`src/design/ptc_pkg.sv`:
```
// Purpose: Constants, types and the input edge detector of the capture timer.
// Assumes: One clock; capture and clock pins are synchronous to clk.
// Notes: Register map and field layout live here.
// Behaviour
// - Operating mode field value 01 selects capture input mode.
// - Capture source bit selects capture pin or external clock pin.
// - Pin function field picks rising, falling or both edges.
// - Pin function 11 disables capture while the counter keeps running.
// - In capture mode counting starts on a rising counter run bit.
// - Active edge copies the counter into compare/capture A and interrupts.
// - Counter runs through captures and stops only when run falls.
// - Period match resets the counter to zero and sets the period flag.
// - Period value zero lets the counter run its full range.
// - Capture mode ignores clear source, initial level and invert; no output.
// - Match A flag is set one clock after the capture latch.
// - Capture latch follows the active edge within 1.5 timer clocks; the design latches on the third clock edge after the pin edge.
// - Single pulse mode: external clock pin edge sets the run bit.
// - Single pulse mode: compare A match clears the run bit.
// - Counter is ten bits wide with maximum 3ff.

`timescale 1ns/1ps
`default_nettype none

package ptc_pkg;
    localparam int CNT_W  = 10;
    localparam int DATA_W = 16;
    localparam int ADDR_W = 4;
    localparam int FLAG_W = 2;
    localparam int PIN_N  = 2;

    localparam logic [CNT_W-1:0] CNT_MAX  = 10'h3ff;
    localparam logic [CNT_W-1:0] CNT_ZERO = 10'h000;
    localparam logic [CNT_W-1:0] CNT_ONE  = 10'h001;

    localparam logic [ADDR_W-1:0] ADDR_RUN    = 4'h0;
    localparam logic [ADDR_W-1:0] ADDR_CTRL1  = 4'h1;
    localparam logic [ADDR_W-1:0] ADDR_PERIOD = 4'h2;
    localparam logic [ADDR_W-1:0] ADDR_COMPARE_CAPTURE_A   = 4'h3;
    localparam logic [ADDR_W-1:0] ADDR_COUNT  = 4'h4;
    localparam logic [ADDR_W-1:0] ADDR_STATUS = 4'h5;
    localparam logic [ADDR_W-1:0] ADDR_MASK   = 4'h6;

    localparam int BIT_RUN    = 0;
    localparam int BIT_CLKSEL = 1;
    localparam int FLAG_A     = 0;
    localparam int FLAG_P     = 1;
    localparam int PIN_CAP    = 0;
    localparam int PIN_EXT    = 1;

    localparam int FLAG_DELAY_CYC = 1;
    localparam int LATCH_MAX_CYC  = 1;

    localparam logic [FLAG_W-1:0] FLAG_RST = 2'h0;

    typedef enum logic [1:0] {
        MODE_COMPARE = 2'b00,
        MODE_CAPTURE = 2'b01,
        MODE_PWM     = 2'b10,
        MODE_TIMER   = 2'b11
    } ptc_mode_t;

    typedef enum logic [1:0] {
        PF_RISE = 2'b00,
        PF_FALL = 2'b01,
        PF_BOTH = 2'b10,
        PF_NONE = 2'b11
    } ptc_pinfunc_t;

    // Layout of timer_control_1, msb first.
    typedef struct packed {
        ptc_mode_t    opMode;
        ptc_pinfunc_t pinFunc;
        logic         outputInitialLevel;
        logic         outputInvert;
        logic         captureSourceSel;
        logic         clearSourceSel;
    } ptc_ctrl_t;

    localparam ptc_ctrl_t CTRL_RST = 8'h00;

    typedef struct packed {
        logic rise;
        logic fall;
    } ptc_edge_t;
endpackage : ptc_pkg

module ptc_edge_detect
(
    input  wire logic          clk,
    input  wire logic          rst,
    input  wire logic          pinIn,
    output ptc_pkg::ptc_edge_t edges
);
    import ptc_pkg::*;

    logic syncA_ff;
    logic syncB_ff;
    logic prev_ff;

    // Two-flop synchroniser, then compare with the previous sample.
    always_ff @(posedge clk)
    begin
        if (rst)
        begin
            syncA_ff <= 1'b0;
            syncB_ff <= 1'b0;
            prev_ff  <= 1'b0;
        end
        else
        begin
            syncA_ff <= pinIn;
            syncB_ff <= syncA_ff;
            prev_ff  <= syncB_ff;
        end
    end

    assign edges = '{rise: syncB_ff & ~prev_ff, fall: ~syncB_ff & prev_ff};
endmodule : ptc_edge_detect

`default_nettype wire

```
`src/design/ptc_capture_timer.sv`:
```
// Purpose: Ten-bit periodic timer with capture, compare, PWM and single pulse.
// Assumes: Register port with read data one cycle after the read strobe.
// Notes: Status bits clear on read; a hardware set in the same cycle wins.

`timescale 1ns/1ps
`default_nettype none

module ptc_capture_timer
(
    input  wire logic                       clk,
    input  wire logic                       rst,
    input  wire logic [ptc_pkg::ADDR_W-1:0] regAddr,
    input  wire logic [ptc_pkg::DATA_W-1:0] regWdata,
    input  wire logic                       regWr,
    input  wire logic                       regRd,
    output logic      [ptc_pkg::DATA_W-1:0] regRdata,
    input  wire logic                       capturePin,
    input  wire logic                       extClockPin,
    output logic                            timerOut,
    output logic                            irq
);
    import ptc_pkg::*;

    ////////////////////////////////////////////////////////////////////////

    ptc_ctrl_t              ctrl_ff;
    logic                   run_ff;
    logic                   runDly_ff;
    logic                   clkSel_ff;
    logic [CNT_W-1:0]       period_ff;
    logic [CNT_W-1:0]       compare_capture_a_ff;
    logic [CNT_W-1:0]       count_ff;
    logic [FLAG_W-1:0]      status_ff;
    logic [FLAG_W-1:0]      mask_ff;
    logic                   capDly_ff;
    logic                   level_ff;
    logic [DATA_W-1:0]      regRdata_ff;
    logic                   timerOut_ff;
    logic                   irq_ff;

    ptc_edge_t              pinEdges [PIN_N];
    logic      [PIN_N-1:0]  pinRaw;
    ptc_edge_t              capEdge;
    logic                   tick;
    logic                   runRise;
    logic                   spMode;
    logic                   clrByA;
    logic [CNT_W-1:0]       periodTop;
    logic                   matchP;
    logic                   matchA;
    logic                   capEvt;
    logic                   wrRun;
    logic [FLAG_W-1:0]      flagSet;

    // Decides whether an edge pair hits the selected transition type.
    function automatic logic edgeHit(input ptc_pinfunc_t pf, input ptc_edge_t e);
        logic hit;
        hit = 1'b0;
        unique case (pf)
            PF_RISE: hit = e.rise;
            PF_FALL: hit = e.fall;
            PF_BOTH: hit = e.rise | e.fall;
            PF_NONE: hit = 1'b0;
        endcase
        return hit;
    endfunction : edgeHit

    ////////////////////////////////////////////////////////////////////////

    assign pinRaw[PIN_CAP] = capturePin;
    assign pinRaw[PIN_EXT] = extClockPin;

    // One synchronising edge detector per input pin.
    generate
        for (genvar gi = 0; gi < PIN_N; gi++)
        begin : g_pin
            ptc_edge_detect u_edge
            (
                .clk   (clk),
                .rst   (rst),
                .pinIn (pinRaw[gi]),
                .edges (pinEdges[gi])
            );
        end
    endgenerate

    assign capEdge   = ctrl_ff.captureSourceSel ? pinEdges[PIN_EXT] : pinEdges[PIN_CAP];
    assign tick      = clkSel_ff ? pinEdges[PIN_EXT].rise : 1'b1;
    assign runRise   = run_ff & ~runDly_ff;
    assign spMode    = (ctrl_ff.opMode == MODE_PWM) && (ctrl_ff.pinFunc == PF_NONE);
    assign clrByA    = ctrl_ff.clearSourceSel
                     && ((ctrl_ff.opMode == MODE_COMPARE) || (ctrl_ff.opMode == MODE_TIMER));
    assign periodTop = (period_ff == CNT_ZERO) ? CNT_MAX : period_ff;
    assign matchP    = run_ff && tick && !runRise && !spMode && (count_ff == periodTop);
    assign matchA    = run_ff && tick && !runRise && (ctrl_ff.opMode != MODE_CAPTURE)
                     && (count_ff == compare_capture_a_ff);
    assign capEvt    = (ctrl_ff.opMode == MODE_CAPTURE) && edgeHit(ctrl_ff.pinFunc, capEdge);
    assign wrRun     = regWr && (regAddr == ADDR_RUN);

    ////////////////////////////////////////////////////////////////////////

    // Software control registers.
    always_ff @(posedge clk)
    begin
        if (rst)
        begin
            ctrl_ff   <= CTRL_RST;
            clkSel_ff <= 1'b0;
            period_ff <= CNT_ZERO;
            mask_ff   <= FLAG_RST;
        end
        else if (regWr)
        begin
            unique case (regAddr)
                ADDR_RUN:    clkSel_ff <= regWdata[BIT_CLKSEL];
                ADDR_CTRL1:  ctrl_ff   <= regWdata[$bits(ptc_ctrl_t)-1:0];
                ADDR_PERIOD: period_ff <= regWdata[CNT_W-1:0];
                ADDR_MASK:   mask_ff   <= regWdata[FLAG_W-1:0];
                default:     mask_ff   <= mask_ff;
            endcase
        end
    end

    // Run bit: software write, single pulse start by pin and stop by match.
    always_ff @(posedge clk)
    begin
        if (rst)
        begin
            run_ff    <= 1'b0;
            runDly_ff <= 1'b0;
        end
        else
        begin
            runDly_ff <= run_ff;
            if (wrRun)
                run_ff <= regWdata[BIT_RUN];
            else if (spMode && matchA)
                run_ff <= 1'b0;
            else if (spMode && pinEdges[PIN_EXT].rise)
                run_ff <= 1'b1;
        end
    end

    ////////////////////////////////////////////////////////////////////////

    // Counter: cleared on run rise, held while run is low.
    always_ff @(posedge clk)
    begin
        if (rst)
            count_ff <= CNT_ZERO;
        else if (runRise)
            count_ff <= CNT_ZERO;
        else if (run_ff && tick)
        begin
            if (matchP && !clrByA)
                count_ff <= CNT_ZERO;
            else if (matchA && clrByA)
                count_ff <= CNT_ZERO;
            else
                count_ff <= count_ff + CNT_ONE;
        end
    end

    // Compare/capture A: captured counter value or software write.
    always_ff @(posedge clk)
    begin
        if (rst)
        begin
            compare_capture_a_ff   <= CNT_ZERO;
            capDly_ff <= 1'b0;
        end
        else
        begin
            capDly_ff <= capEvt;
            if (capEvt)
                compare_capture_a_ff <= count_ff;
            else if (regWr && (regAddr == ADDR_COMPARE_CAPTURE_A))
                compare_capture_a_ff <= regWdata[CNT_W-1:0];
        end
    end

    ////////////////////////////////////////////////////////////////////////

    always_comb
    begin
        flagSet         = FLAG_RST;
        flagSet[FLAG_A] = capDly_ff
                        || (matchA && ((compare_capture_a_ff != CNT_ZERO) || (ctrl_ff.opMode == MODE_PWM)));
        flagSet[FLAG_P] = matchP && !clrByA;
    end

    // Sticky status cleared by a read; a set in the same cycle wins.
    always_ff @(posedge clk)
    begin
        if (rst)
            status_ff <= FLAG_RST;
        else if (regRd && (regAddr == ADDR_STATUS))
            status_ff <= flagSet;
        else
            status_ff <= status_ff | flagSet;
    end

    always_ff @(posedge clk)
    begin
        if (rst)
            irq_ff <= 1'b0;
        else
            irq_ff <= |(status_ff & mask_ff);
    end

    ////////////////////////////////////////////////////////////////////////

    // Compare output level: initial value on run rise, action on match A.
    always_ff @(posedge clk)
    begin
        if (rst)
            level_ff <= 1'b0;
        else if (runRise)
            level_ff <= ctrl_ff.outputInitialLevel;
        else if (matchA && (compare_capture_a_ff != CNT_ZERO))
        begin
            unique case (ctrl_ff.pinFunc)
                PF_RISE: level_ff <= level_ff;
                PF_FALL: level_ff <= 1'b0;
                PF_BOTH: level_ff <= 1'b1;
                PF_NONE: level_ff <= ~level_ff;
            endcase
        end
    end

    // Output waveform; capture and timer modes drive nothing.
    always_ff @(posedge clk)
    begin
        if (rst)
            timerOut_ff <= 1'b0;
        else
        begin
            unique case (ctrl_ff.opMode)
                MODE_COMPARE: timerOut_ff <= level_ff ^ ctrl_ff.outputInvert;
                MODE_PWM:
                begin
                    if (spMode)
                        timerOut_ff <= run_ff ^ ctrl_ff.outputInvert;
                    else if (ctrl_ff.pinFunc == PF_BOTH)
                        timerOut_ff <= (count_ff < compare_capture_a_ff) ^ ctrl_ff.outputInvert;
                    else
                        timerOut_ff <= ctrl_ff.pinFunc[0] ^ ctrl_ff.outputInvert;
                end
                MODE_CAPTURE: timerOut_ff <= 1'b0;
                MODE_TIMER:   timerOut_ff <= 1'b0;
            endcase
        end
    end

    ////////////////////////////////////////////////////////////////////////

    // Read data in the cycle after the strobe; unmapped reads give zero.
    always_ff @(posedge clk)
    begin
        if (rst)
            regRdata_ff <= '0;
        else if (regRd)
        begin
            unique case (regAddr)
                ADDR_RUN:    regRdata_ff <= DATA_W'({clkSel_ff, run_ff});
                ADDR_CTRL1:  regRdata_ff <= DATA_W'(ctrl_ff);
                ADDR_PERIOD: regRdata_ff <= DATA_W'(period_ff);
                ADDR_COMPARE_CAPTURE_A:   regRdata_ff <= DATA_W'(compare_capture_a_ff);
                ADDR_COUNT:  regRdata_ff <= DATA_W'(count_ff);
                ADDR_STATUS: regRdata_ff <= DATA_W'(status_ff);
                ADDR_MASK:   regRdata_ff <= DATA_W'(mask_ff);
                default:     regRdata_ff <= '0;
            endcase
        end
        else
            regRdata_ff <= '0;
    end

    assign regRdata = regRdata_ff;
    assign timerOut = timerOut_ff;
    assign irq      = irq_ff;
endmodule : ptc_capture_timer

`default_nettype wire

```
`config.mk`:
```
export PLATFORM = sky130hd
export DESIGN_NAME = ptc_capture_timer
export DESIGN_NICKNAME = d
export VERILOG_FILES = /design/src/design/ptc_pkg.sv /design/src/design/ptc_capture_timer.sv
export SDC_FILE = /design/constraint.sdc
export NUM_CORES = 1
export LEC_CHECK = 0
export BUFFER_PORTS_ARGS = -buffer_cell sky130_fd_sc_hd__buf_2
export CORE_UTILIZATION = 54
export CTS_BUF_LIST = sky130_fd_sc_hd__clkbuf_8
export DETAILED_ROUTE_END_ITERATION = 10
export PLACE_DENSITY_LB_ADDON = 0.1
export SKIP_LAST_GASP = 1
export SYNTH_ARGS = -nofsm -noshare
export SYNTH_HDL_FRONTEND = slang
export SYNTH_SLANG_ARGS = --single-unit
```
`constraint.sdc`:
```
create_clock -name clk -period 2.2 [get_ports clk]
set_clock_uncertainty 0.1 [all_clocks]
set_input_delay 0.33 -clock clk [delete_from_list [all_inputs] [get_ports clk]]
set_output_delay 0.33 -clock clk [all_outputs]
set_load 0.02 [all_outputs]
```
==> results.toml, run 1 <==
[cells_and_area]
ff_latch_area_sq_mm = 0.001310
nFillCells = 533
nNetsFinal = 557
synthToLayoutAreaGrowth_pct = 23.55
post-route-cell-area_sq_mm = 0.004372
layout-drive-gt1-share = 0.2495
utilization = 0.6885
multiInputGateArea_sq_mm = 0.002118
n_antenna_cell = 0

[power]
powerDensity_mw_per_mm2 = 557.8
power.internal_mw = 1.837
p_sw_frac = 0.2466
p_leak_nw = 1.862
clkPwrFrac = 0.423
p_total_mw = 2.439
switchingPower_mw = 0.6014
ir_worst_vdd_mv = 0.3863
combPwrFrac = 0.085
power_frac_seq = 0.492

[grt]
grt-ovfl-total = 0
antenna_found_initial = 0
grt_max_degree = 24
grt_pass1_wl_microns = 16420
grt_usage = 0.3080
grt_pass1_vias = 3181

[setup_path]
rr_startpoint = "compare_capture_a_ff[3]$_SDFFE_PP0P_"
crit_start = "compare_capture_a_ff[3]$_SDFFE_PP0P_"
reg2reg_depth = 9
worstSetupPathType = "reg2reg"
critPathLaunchType = "flip-flop"
cp.arrival_ps = 2420
ff2ff_setup_slack_ps = -50
r2r-end = "timerOut$_SDFF_PP0_"
crit_required_ps = 2370
path_max_fanout = 2
crit_path_end = "timerOut$_SDFF_PP0_"
crit_path_end_kind = "flip-flop"

[clocking]
clockBufferDepth = 2
cts_hold_buffers = 0
clkSlewWorstSetupHoldPaths_ps = 70
numCtsBuffers = 9
cts_tree = "done"
clk_latency_ps = 360
cts-root-buf = "clkbuf_8"
cts.sinks = 65
htreeDepth = 3

[floorplanning]
die_y_microns = 82.95
start_util = 0.5572
core_sq_mm = 0.006350
rows = 29
ios = 44
die_area_sq_mm = 0.006881
die_w_microns = 82.95

[logic_synthesis]
synthCells = 449
yosysTopAreaCell = "dfxtp_1"
yosysWarnings = 0
ys_async_sr_fraction = 0
syn_area_per_cell_sq_um = 7.881
ys_seq_area_frac = 0.3678
synth-seq-cells = 65
yosys.cell_types.count = 52
synth_top_area_share = 0.3678
synth_area_leaders = "dfxtp_1 (37%), nand2_1 (7.0%), a21oi_1 (5.0%), ha_1 (5.0%), nor2_1 (4.8%)"
synthTopCellsByCount = "nand2_1 (66), dfxtp_1 (65), nor2_1 (45)"
yosysMostFrequentCell = "nand2_1"
synth_ff_type = "dfxtp_1"
syn_area_sq_mm = 0.003538
synth_edf_count = 0

[placement]
hpwlAfterDp_microns = 7617
placed_area_sq_mm = 0.004045
io_buffer_count = 31
finalWeightedCongestion = 0.9547

[sta]
final-setup-viol-count = 8
tightest_slew_ps = 570.7
rsz0062_at_grt = "true"
hold_violations = 0
slew_viol_final = 0
slew_headroom = 0.6185
max_freq_ghz = 0.4441
period_share = 1.024
layout_setup_ws_ps = -51.97
layout_min_cycle_time_ps = 2252

[drt]
wire_per_inst_microns = 17.54
wirelength_microns = 10490
viasPerCell = 6.064
drt-initial-drc-count = 421
firstDrtPassIters = 6
ant_nets = 0
drc = 0
vias = 3626

[outcome]
status = "finished, violations left"
violations = "setup timing"

[worst_hold_path]
min_path_type = "in2reg"

[job]
drv_cap = 0
## worst max-delay path, cell delays in order, from the launching register on
cell and delay, ps:
dfxtp_2 330, inv_2 40, ha_4 210, a21o_1 150, a21o_1 160, a21oi_2 180, o2111ai_2 140, and3b_1 210
or3_4 350, a2111oi_4 280
## cell usage in the layout, fill, tap and decap left out, types with 3 or more instances in the layout
master and count:
a21oi_1 32, nor4_1 4, and3_1 5, nand2b_1 7, a22o_1 7, o21ai_0 10, clkbuf_8 11, a311oi_1 11
nand3_1 23, nor2b_1 14, conb_1 6, buf_4 54, nor3_1 5, nor2_1 43, nand4_1 4, o21ai_1 3
a21oi_2 3, mux2i_1 15, dfxtp_2 7, or3_1 5, a21o_1 6, buf_2 31, ha_1 12, and4_1 3
dfxtp_1 58, inv_1 19, nand2_1 66, xor2_1 3, a22oi_1 9
## metal layers
layer,routed length [microns],part of all wire,vias up,global-route usage
met2,4888,0.47,181,0.4836
met4,214,0.020,0,0.1176
met5,0,0,-,0
met1,4558,0.43,1719,0.4177
met3,827,0.079,25,0.06064
li1,-,-,1701,-
## flip-flops by register name (all words and copies together) (netlist names), 8 cells and up
signal,flops
compare_capture_a_ff,10
count_ff,10
ctrl_ff,8
period_ff,10
regRdata,10
## how the worst min path moves through the flow
stage / start / end / cells after the start
after CTS: extClockPin / g_pin[1].u_edge.syncA_ff$_SDFF_PP0_ / 2
after detailed placement: g_pin[1].u_edge.syncB_ff$_SDFF_PP0_ / g_pin[1].u_edge.prev_ff$_SDFF_PP0_ / 2
after global routing: extClockPin / g_pin[1].u_edge.syncA_ff$_SDFF_PP0_ / 2
after floorplan: g_pin[0].u_edge.syncA_ff$_SDFF_PP0_ / g_pin[0].u_edge.syncB_ff$_SDFF_PP0_ / 1
after global placement: g_pin[0].u_edge.syncA_ff$_SDFF_PP0_ / g_pin[0].u_edge.syncB_ff$_SDFF_PP0_ / 1
final: extClockPin / g_pin[1].u_edge.syncA_ff$_SDFF_PP0_ / 2
## power groups by stage
stage	Sequential [mW]	Clock, mW	Combinational (mW)
floorplan	1.23	0	0.122
global placement	1.22	0	0.190
detailed placement	1.23	0	0.192
CTS	1.20	1.05	0.198
global route	1.20	1.08	0.223
finish	1.20	1.03	0.208
## logic make-up after synthesis
group	share of synthesized area
and+or+nand+nor	0.2645
AOI/OAI and AO/OA	0.1920
DFF	0.3678
buffers and inverters	0.06400
muxes	0.04880
adders and majority gates	0.04951
xor gates and xnor gates	0.01238
other	0.001060
## area by class of cell
type	instances	area share
clock buffers	11	0.03463
well taps	77	0.02204
multi-input cells	336	0.4845
clock inverters	4	0.01002
inverters	19	0.01631
flip-flops and latches	65	0.2997
repair buffers	86	0.1328
## per-stage QoR
| step | setup WS [ps] | setup TNS (ps) | hold WS (ps) | instances |
|---|---|---|---|---|
| floorplan | 1.919 | 0 | 313.8 | 454 |
| global placement | -166.5 | -175.2 | 329.8 | 580 |
| CTS | -87.91 | -87.91 | 74.11 | 596 |
| detailed placement | -257.4 | -373.6 | 339.5 | 580 |
| global route | -138.3 | -775.0 | 89.31 | 598 |
| finish | -51.97 | -176.2 | 80.34 | 598 |
## what timing repair did
action                     in CTS  in global routing
gates cloned                    0                  0
gates resized for setup        12                 13
setup endpoints to repair       7                 11
buffers inserted                1                  2
pin swaps                      10                 10
No activity file was read; power rests on OpenSTA's default activity.
==> run 2: changes to the inputs <==
--- a/config.mk
+++ b/config.mk
@@ -6,6 +6,7 @@
 export NUM_CORES = 1
 export LEC_CHECK = 0
 export BUFFER_PORTS_ARGS = -buffer_cell sky130_fd_sc_hd__buf_2
+export CORE_ASPECT_RATIO = 1.25
 export CORE_UTILIZATION = 54
 export CTS_BUF_LIST = sky130_fd_sc_hd__clkbuf_8
 export DETAILED_ROUTE_END_ITERATION = 10
==> run 2 against run 1 <==
The run still ends with setup timing left. Sequential share of layout area is 0.19 points higher. Combinational power is 4% higher. Sequential power hardly changed. Utilization is 1.2 points higher. Via count is 1.9% lower. Wire length is 0.64% lower. Critical path depth stayed put. Total power is 0.87% higher. Critical endpoint unchanged.
==> results.toml, run 2 (synthesis gave the netlist of run 1 again) <==
[cells_and_area]
utilization = 0.7001
nNetsFinal = 554
ff_latch_area_sq_mm = 0.001319
synthToLayoutAreaGrowth_pct = 23.59
n_antenna_cell = 0
nFillCells = 541
multiInputGateArea_sq_mm = 0.002123
layout-drive-gt1-share = 0.2640
final_cell_mix = "nand2_1 (66), dfxtp_1 (51), buf_4 (51)"
layout_commonest_cell = "nand2_1"

[grt]
grt-ovfl-total = 0
antenna_found_initial = 0
grt_pass1_wl_microns = 16440
grt_usage = 0.3233
grt_pass1_vias = 3302
grt_max_degree = 21

[power]
ir_worst_vdd_mv = 0.4932
powerDensity_mw_per_mm2 = 562.5
p_leak_nw = 1.846

[setup_path]
rr_startpoint = "compare_capture_a_ff[3]$_SDFFE_PP0P_"
ff2ff_setup_slack_ps = -40
cp_cell_sequence = "inv_2, ha_4, a21o_1, a21o_1, a21oi_2, o2111ai_2, and3b_1, or3_1, a2111oi_2"
slowest_stage = "or3_1"
cpPeakStageDelay_ps = 360
crit_buf_inv = 1
crit_required_ps = 2340
path_max_fanout = 2
critPathLaunchType = "flip-flop"
crit_path_frequent_cell = "a21o_1"
r2r-end = "timerOut$_SDFF_PP0_"
worstSetupPathType = "reg2reg"
reg2reg_depth = 9
critical-path-top-delay-family = "compound AO/OA/AOI/OAI gates"
cp.arrival_ps = 2390
crit_path_end_kind = "flip-flop"

[floorplanning]
ios = 44
die_area_sq_mm = 0.006882
start_util = 0.5665
rows = 32
core_sq_mm = 0.006246
die_w_microns = 74.40
die_y_microns = 92.51

[sta]
layout_min_cycle_time_ps = 2244
hold_violations = 0
period_share = 1.020
slew_viol_final = 0
final-setup-viol-count = 2
max_freq_ghz = 0.4457
tns_ps = -46.59
slew_headroom = 0.6334
tightest_slew_ps = 548.4
layout_setup_ws_ps = -43.77
rsz0062_at_grt = "true"

[drt]
ant_nets = 0
wirelength_microns = 10420
wire_per_inst_microns = 17.25
firstDrtPassIters = 5
drc = 0
drt-initial-drc-count = 222
viasPerCell = 5.891
vias = 3558

[worst_hold_path]
min_from = "extClockPin"
whs_path_depth = 2
worstHoldEndpoint = "g_pin[1].u_edge.syncA_ff$_SDFF_PP0_"
min_path_type = "in2reg"

[outcome]
violations = "setup timing"
status = "finished, violations left"

[clocking]
numCtsBuffers = 9
clockBufferDepth = 2
clkSlewWorstSetupHoldPaths_ps = 70
cts.sinks = 65
htreeDepth = 3
cts_tree = "done"
cts-root-buf = "clkbuf_8"
clk_latency_ps = 350

[placement]
finalWeightedCongestion = 0.9278
io_buffer_count = 31
hpwlAfterDp_microns = 7793

[job]
drv_cap = 0
==> run 2: cell count changes in the layout (fill, tap and decap cells not counted), moves of 2 or more <==
cell        change
buf_4           -3
dfxtp_2         +7
or3_4           -2
o21ai_2         +2
clkinvlp_4      +3
or3_1           +2
dfxtp_1         -7
==> run 2: repair_timing <==
| action | CTS | global route |
|---|---|---|
| cloned | 0 | 0 |
| setup buffers | 1 | 0 |
| resized for setup | 24 | 10 |
| hold buffers | 0 | 0 |
| setup endpoints to repair | 6 | 11 |
| pin swaps | 10 | 13 |
==> run 2: worst max path at each step <==
stage / slack (ps) / from / depth (start not counted) / endpoint
finish: -40 / compare_capture_a_ff[3]$_SDFFE_PP0P_ / 9 / timerOut$_SDFF_PP0_
CTS: -130 / compare_capture_a_ff[3]$_SDFFE_PP0P_ / 9 / timerOut$_SDFF_PP0_
global route: -140 / compare_capture_a_ff[3]$_SDFFE_PP0P_ / 9 / timerOut$_SDFF_PP0_
global placement: -160 / compare_capture_a_ff[7]$_SDFFE_PP0P_ / 9 / timerOut$_SDFF_PP0_
detailed placement: -210 / compare_capture_a_ff[7]$_SDFFE_PP0P_ / 9 / timerOut$_SDFF_PP0_
floorplan: 2 / compare_capture_a_ff[3]$_SDFFE_PP0P_ / 9 / timerOut$_SDFF_PP0_
==> run 2: area by class of cell <==
cell class,count,share of cell area
multi-input cells,336,0.4856
flip-flops and latches,65,0.3016
repair buffers,83,0.1256
clock buffers,10,0.03147
well taps,85,0.02432
inverters,19,0.01631
clock inverters,6,0.01516
==> run 2: worst register-to-register path, cell delays in order (launching register included) <==
cell and delay (ps):
dfxtp_2 330, inv_2 40, ha_4 200, a21o_1 150
a21o_1 160, a21oi_2 150, o2111ai_2 160, and3b_1 210
or3_1 360, a2111oi_2 280
==> run 2: per-layer routing <==
metal,vias to the layer above,track usage,share of wire
met3,20,0.05767,0.080
met2,175,0.5420,0.49
met5,-,0,0
met4,0,0.1164,0.023
met1,1670,0.4064,0.41
li1,1693,-,-
==> run 2: where the power goes <==
part | total (mW) | internal (mW) | switching (mW)
registers | 1.20 | 1.19 | 0.00862
logic | 0.217 | 0.0814 | 0.135
clock network | 1.05 | 0.555 | 0.490
total | 2.46 | 1.83 | 0.633
==> run 2: through the flow <==
stage / hold slack (ps) / setup slack, ps / instance area, sq um / cells / total power [mW]
after global placement: 315.1 / -157.6 / 4048 / 587 / 1.417
after floorplan: 313.8 / 1.919 / 3558 / 454 / 1.348
after global routing: 95.98 / -139.4 / 4373 / 604 / 2.536
final: 105.1 / -43.77 / 4373 / 604 / 2.460
after CTS: 98.41 / -126.5 / 4333 / 604 / 2.451
after detailed placement: 325.3 / -213.7 / 4048 / 587 / 1.419
==> run 3: changes to the inputs <==
--- a/config.mk
+++ b/config.mk
@@ -10,7 +10,7 @@
 export CORE_UTILIZATION = 54
 export CTS_BUF_LIST = sky130_fd_sc_hd__clkbuf_8
 export DETAILED_ROUTE_END_ITERATION = 10
-export PLACE_DENSITY_LB_ADDON = 0.1
+export PLACE_DENSITY = 0.78
 export SKIP_LAST_GASP = 1
 export SYNTH_ARGS = -nofsm -noshare
 export SYNTH_HDL_FRONTEND = slang
==> run 3 against run 2 <==
The flow still finishes with violations (setup timing). Worst setup slack worse by 1.2 ps. Register-to-register slack is essentially flat. Maximum frequency is essentially flat. Sequential cell count unchanged. Wire length increased by 2.5%.
==> results.toml, run 3 (synthesis gave the netlist of run 1 again) <==
[outcome]
status = "finished, violations left"
violations = "setup timing"

[clocking]
clkSlewWorstSetupHoldPaths_ps = 70
numCtsBuffers = 9
clockBufferDepth = 2
cts.sinks = 65
cts-root-buf = "clkbuf_8"
cts_tree = "done"
htreeDepth = 3
cts_hold_buffers = 0
clk_latency_ps = 350

[drt]
wirelength_microns = 10680
ant_nets = 0
viasPerCell = 6.018
drc = 0
drt-initial-drc-count = 377
firstDrtPassIters = 5
wire_per_inst_microns = 17.68
vias = 3635

[sta]
rsz0062_at_grt = "true"
slew_headroom = 0.6397
slew_viol_final = 0
period_share = 1.020
layout_setup_ws_ps = -44.97
hold_violations = 0
max_freq_ghz = 0.4454
final-setup-viol-count = 2
layout_min_cycle_time_ps = 2245
tightest_slew_ps = 538.9

[cells_and_area]
nFillCells = 511
layout-drive-gt1-share = 0.2447
nNetsFinal = 554
layout.cells.non_filler = 604
layout_commonest_cell = "nand2_1"
post-route-cell-area_sq_mm = 0.004365
n_antenna_cell = 0
utilization = 0.6989
final_cell_mix = "nand2_1 (66), dfxtp_1 (56), buf_4 (52)"
synthToLayoutAreaGrowth_pct = 23.37

[setup_path]
crit_required_ps = 2390
worstSetupPathType = "reg2reg"
crit_path_end_kind = "flip-flop"
r2r-end = "count_ff[0]$_SDFFE_PP0P_"
slowest_stage = "dfxtp_1"
cp_cell_sequence = "nor4_4, buf_4, a311oi_1, a221o_1, o31a_1, a41o_4, or3_1, a21oi_2"
path_max_fanout = 8
reg2reg_depth = 8
cp.arrival_ps = 2440
ff2ff_setup_slack_ps = -40
rr_startpoint = "period_ff[9]$_SDFFE_PP0P_"
cpPeakStageDelay_ps = 340
critPathLaunchType = "flip-flop"

[floorplanning]
rows = 32
die_y_microns = 92.51
start_util = 0.5665
core_sq_mm = 0.006246
die_area_sq_mm = 0.006882
ios = 44
die_w_microns = 74.40

[grt]
grt_util_met1 = 0.3923
grt-ovfl-total = 0
grt_use_met3 = 0.07726
grt_max_degree = 27
busiest_layer = "met2"
grt_pass1_vias = 3413
grt_usage = 0.3336
met2_usage = 0.5293
antenna_found_initial = 0
grt_pass1_wl_microns = 16970

[job]
drv_cap = 0

[placement]
dp_cells = 586
finalWeightedCongestion = 0.9322
hpwlAfterDp_microns = 7709
io_buffer_count = 31
placed_area_sq_mm = 0.004040

[worst_hold_path]
whs_path_depth = 2
min_from = "capturePin"
min_path_type = "in2reg"
worstHoldEndpoint = "g_pin[0].u_edge.syncA_ff$_SDFF_PP0_"

[power]
ir_worst_vdd_mv = 0.5971
p_leak_nw = 1.853
powerDensity_mw_per_mm2 = 582.5
run 3: cell types whose count changed in the layout (fill, tap and decap cells not counted), moves of 2 or more:
cell        before  now
inv_1           18   20
dfxtp_1         51   56
nor2_1          44   42
clkinvlp_4       3    1
o21ai_2          2    0
dfxtp_2         14    9
run 3: critical path, delay by kind of cell (launching register included):
family                 cells  cell delay, ps
AO/OA/AOI/OAI              5             930
AND/OR/NAND/NOR            2             640
buffers and inverters      1             170
flip-flops                 1             340
run 3: what timing repair did:
item                                    in CTS  in global routing
pin swaps                                   11                  8
cloned                                       0                  0
endpoints found under the setup margin       6                 11
buffers inserted                             1                  1
resized for setup                           10                 16
run 3: layout make-up:
class	count	area, sq um	area share
multi-input cells	336	2108	0.4829
flip-flops and latches	65	1313	0.3007
well taps	85	106.4	0.02436
inverters	19	71.32	0.01634
clock buffers	10	137.6	0.03153
repair buffers	83	545.5	0.1250
clock inverters	6	83.83	0.01920
run 3: power breakdown:
| group | total [mW] | switching, mW | internal, mW | leakage, nW |
|---|---|---|---|---|
| clock | 1.13 | 0.470 | 0.662 | 0.115 |
| sequential | 1.20 | 0.00922 | 1.19 | 0.530 |
| combinational | 0.211 | 0.133 | 0.0782 | 1.21 |
run 3: how the worst max path moves through the flow:
stage / startpoint / end / slack, ps / cells past startpoint
4_1_cts: compare_capture_a_ff[6]$_SDFFE_PP0P_ / timerOut$_SDFF_PP0_ / -40 / 9
6_report: period_ff[9]$_SDFFE_PP0P_ / count_ff[0]$_SDFFE_PP0P_ / -40 / 8
3_5_place_dp: compare_capture_a_ff[3]$_SDFFE_PP0P_ / timerOut$_SDFF_PP0_ / -150 / 9
5_1_grt: period_ff[9]$_SDFFE_PP0P_ / count_ff[1]$_SDFFE_PP0P_ / -110 / 8
2_1_floorplan: compare_capture_a_ff[3]$_SDFFE_PP0P_ / timerOut$_SDFF_PP0_ / 2 / 9
3_3_place_gp: compare_capture_a_ff[7]$_SDFFE_PP0P_ / timerOut$_SDFF_PP0_ / -90 / 9
run 3: layer usage:
layer	wire length [microns]	up-vias
li1	-	1696
met1	4003	1672
met2	5187	218
met3	892	49
met4	597	0
met5	0	-
run 3: per-stage QoR:
| stage | power, mW | setup TNS, ps | hold slack [ps] | setup WS, ps |
|---|---|---|---|---|
| after floorplan | 1.348 | 0 | 313.8 | 1.919 |
| after detailed placement | 1.417 | -228.5 | 333.9 | -153.6 |
| after CTS | 2.541 | -52.04 | 78.62 | -41.84 |
| after global routing | 2.632 | -385.6 | 74.61 | -113.2 |
| after global placement | 1.413 | -91.97 | 319.3 | -91.97 |
| final | 2.543 | -77.47 | 83.24 | -44.97 |
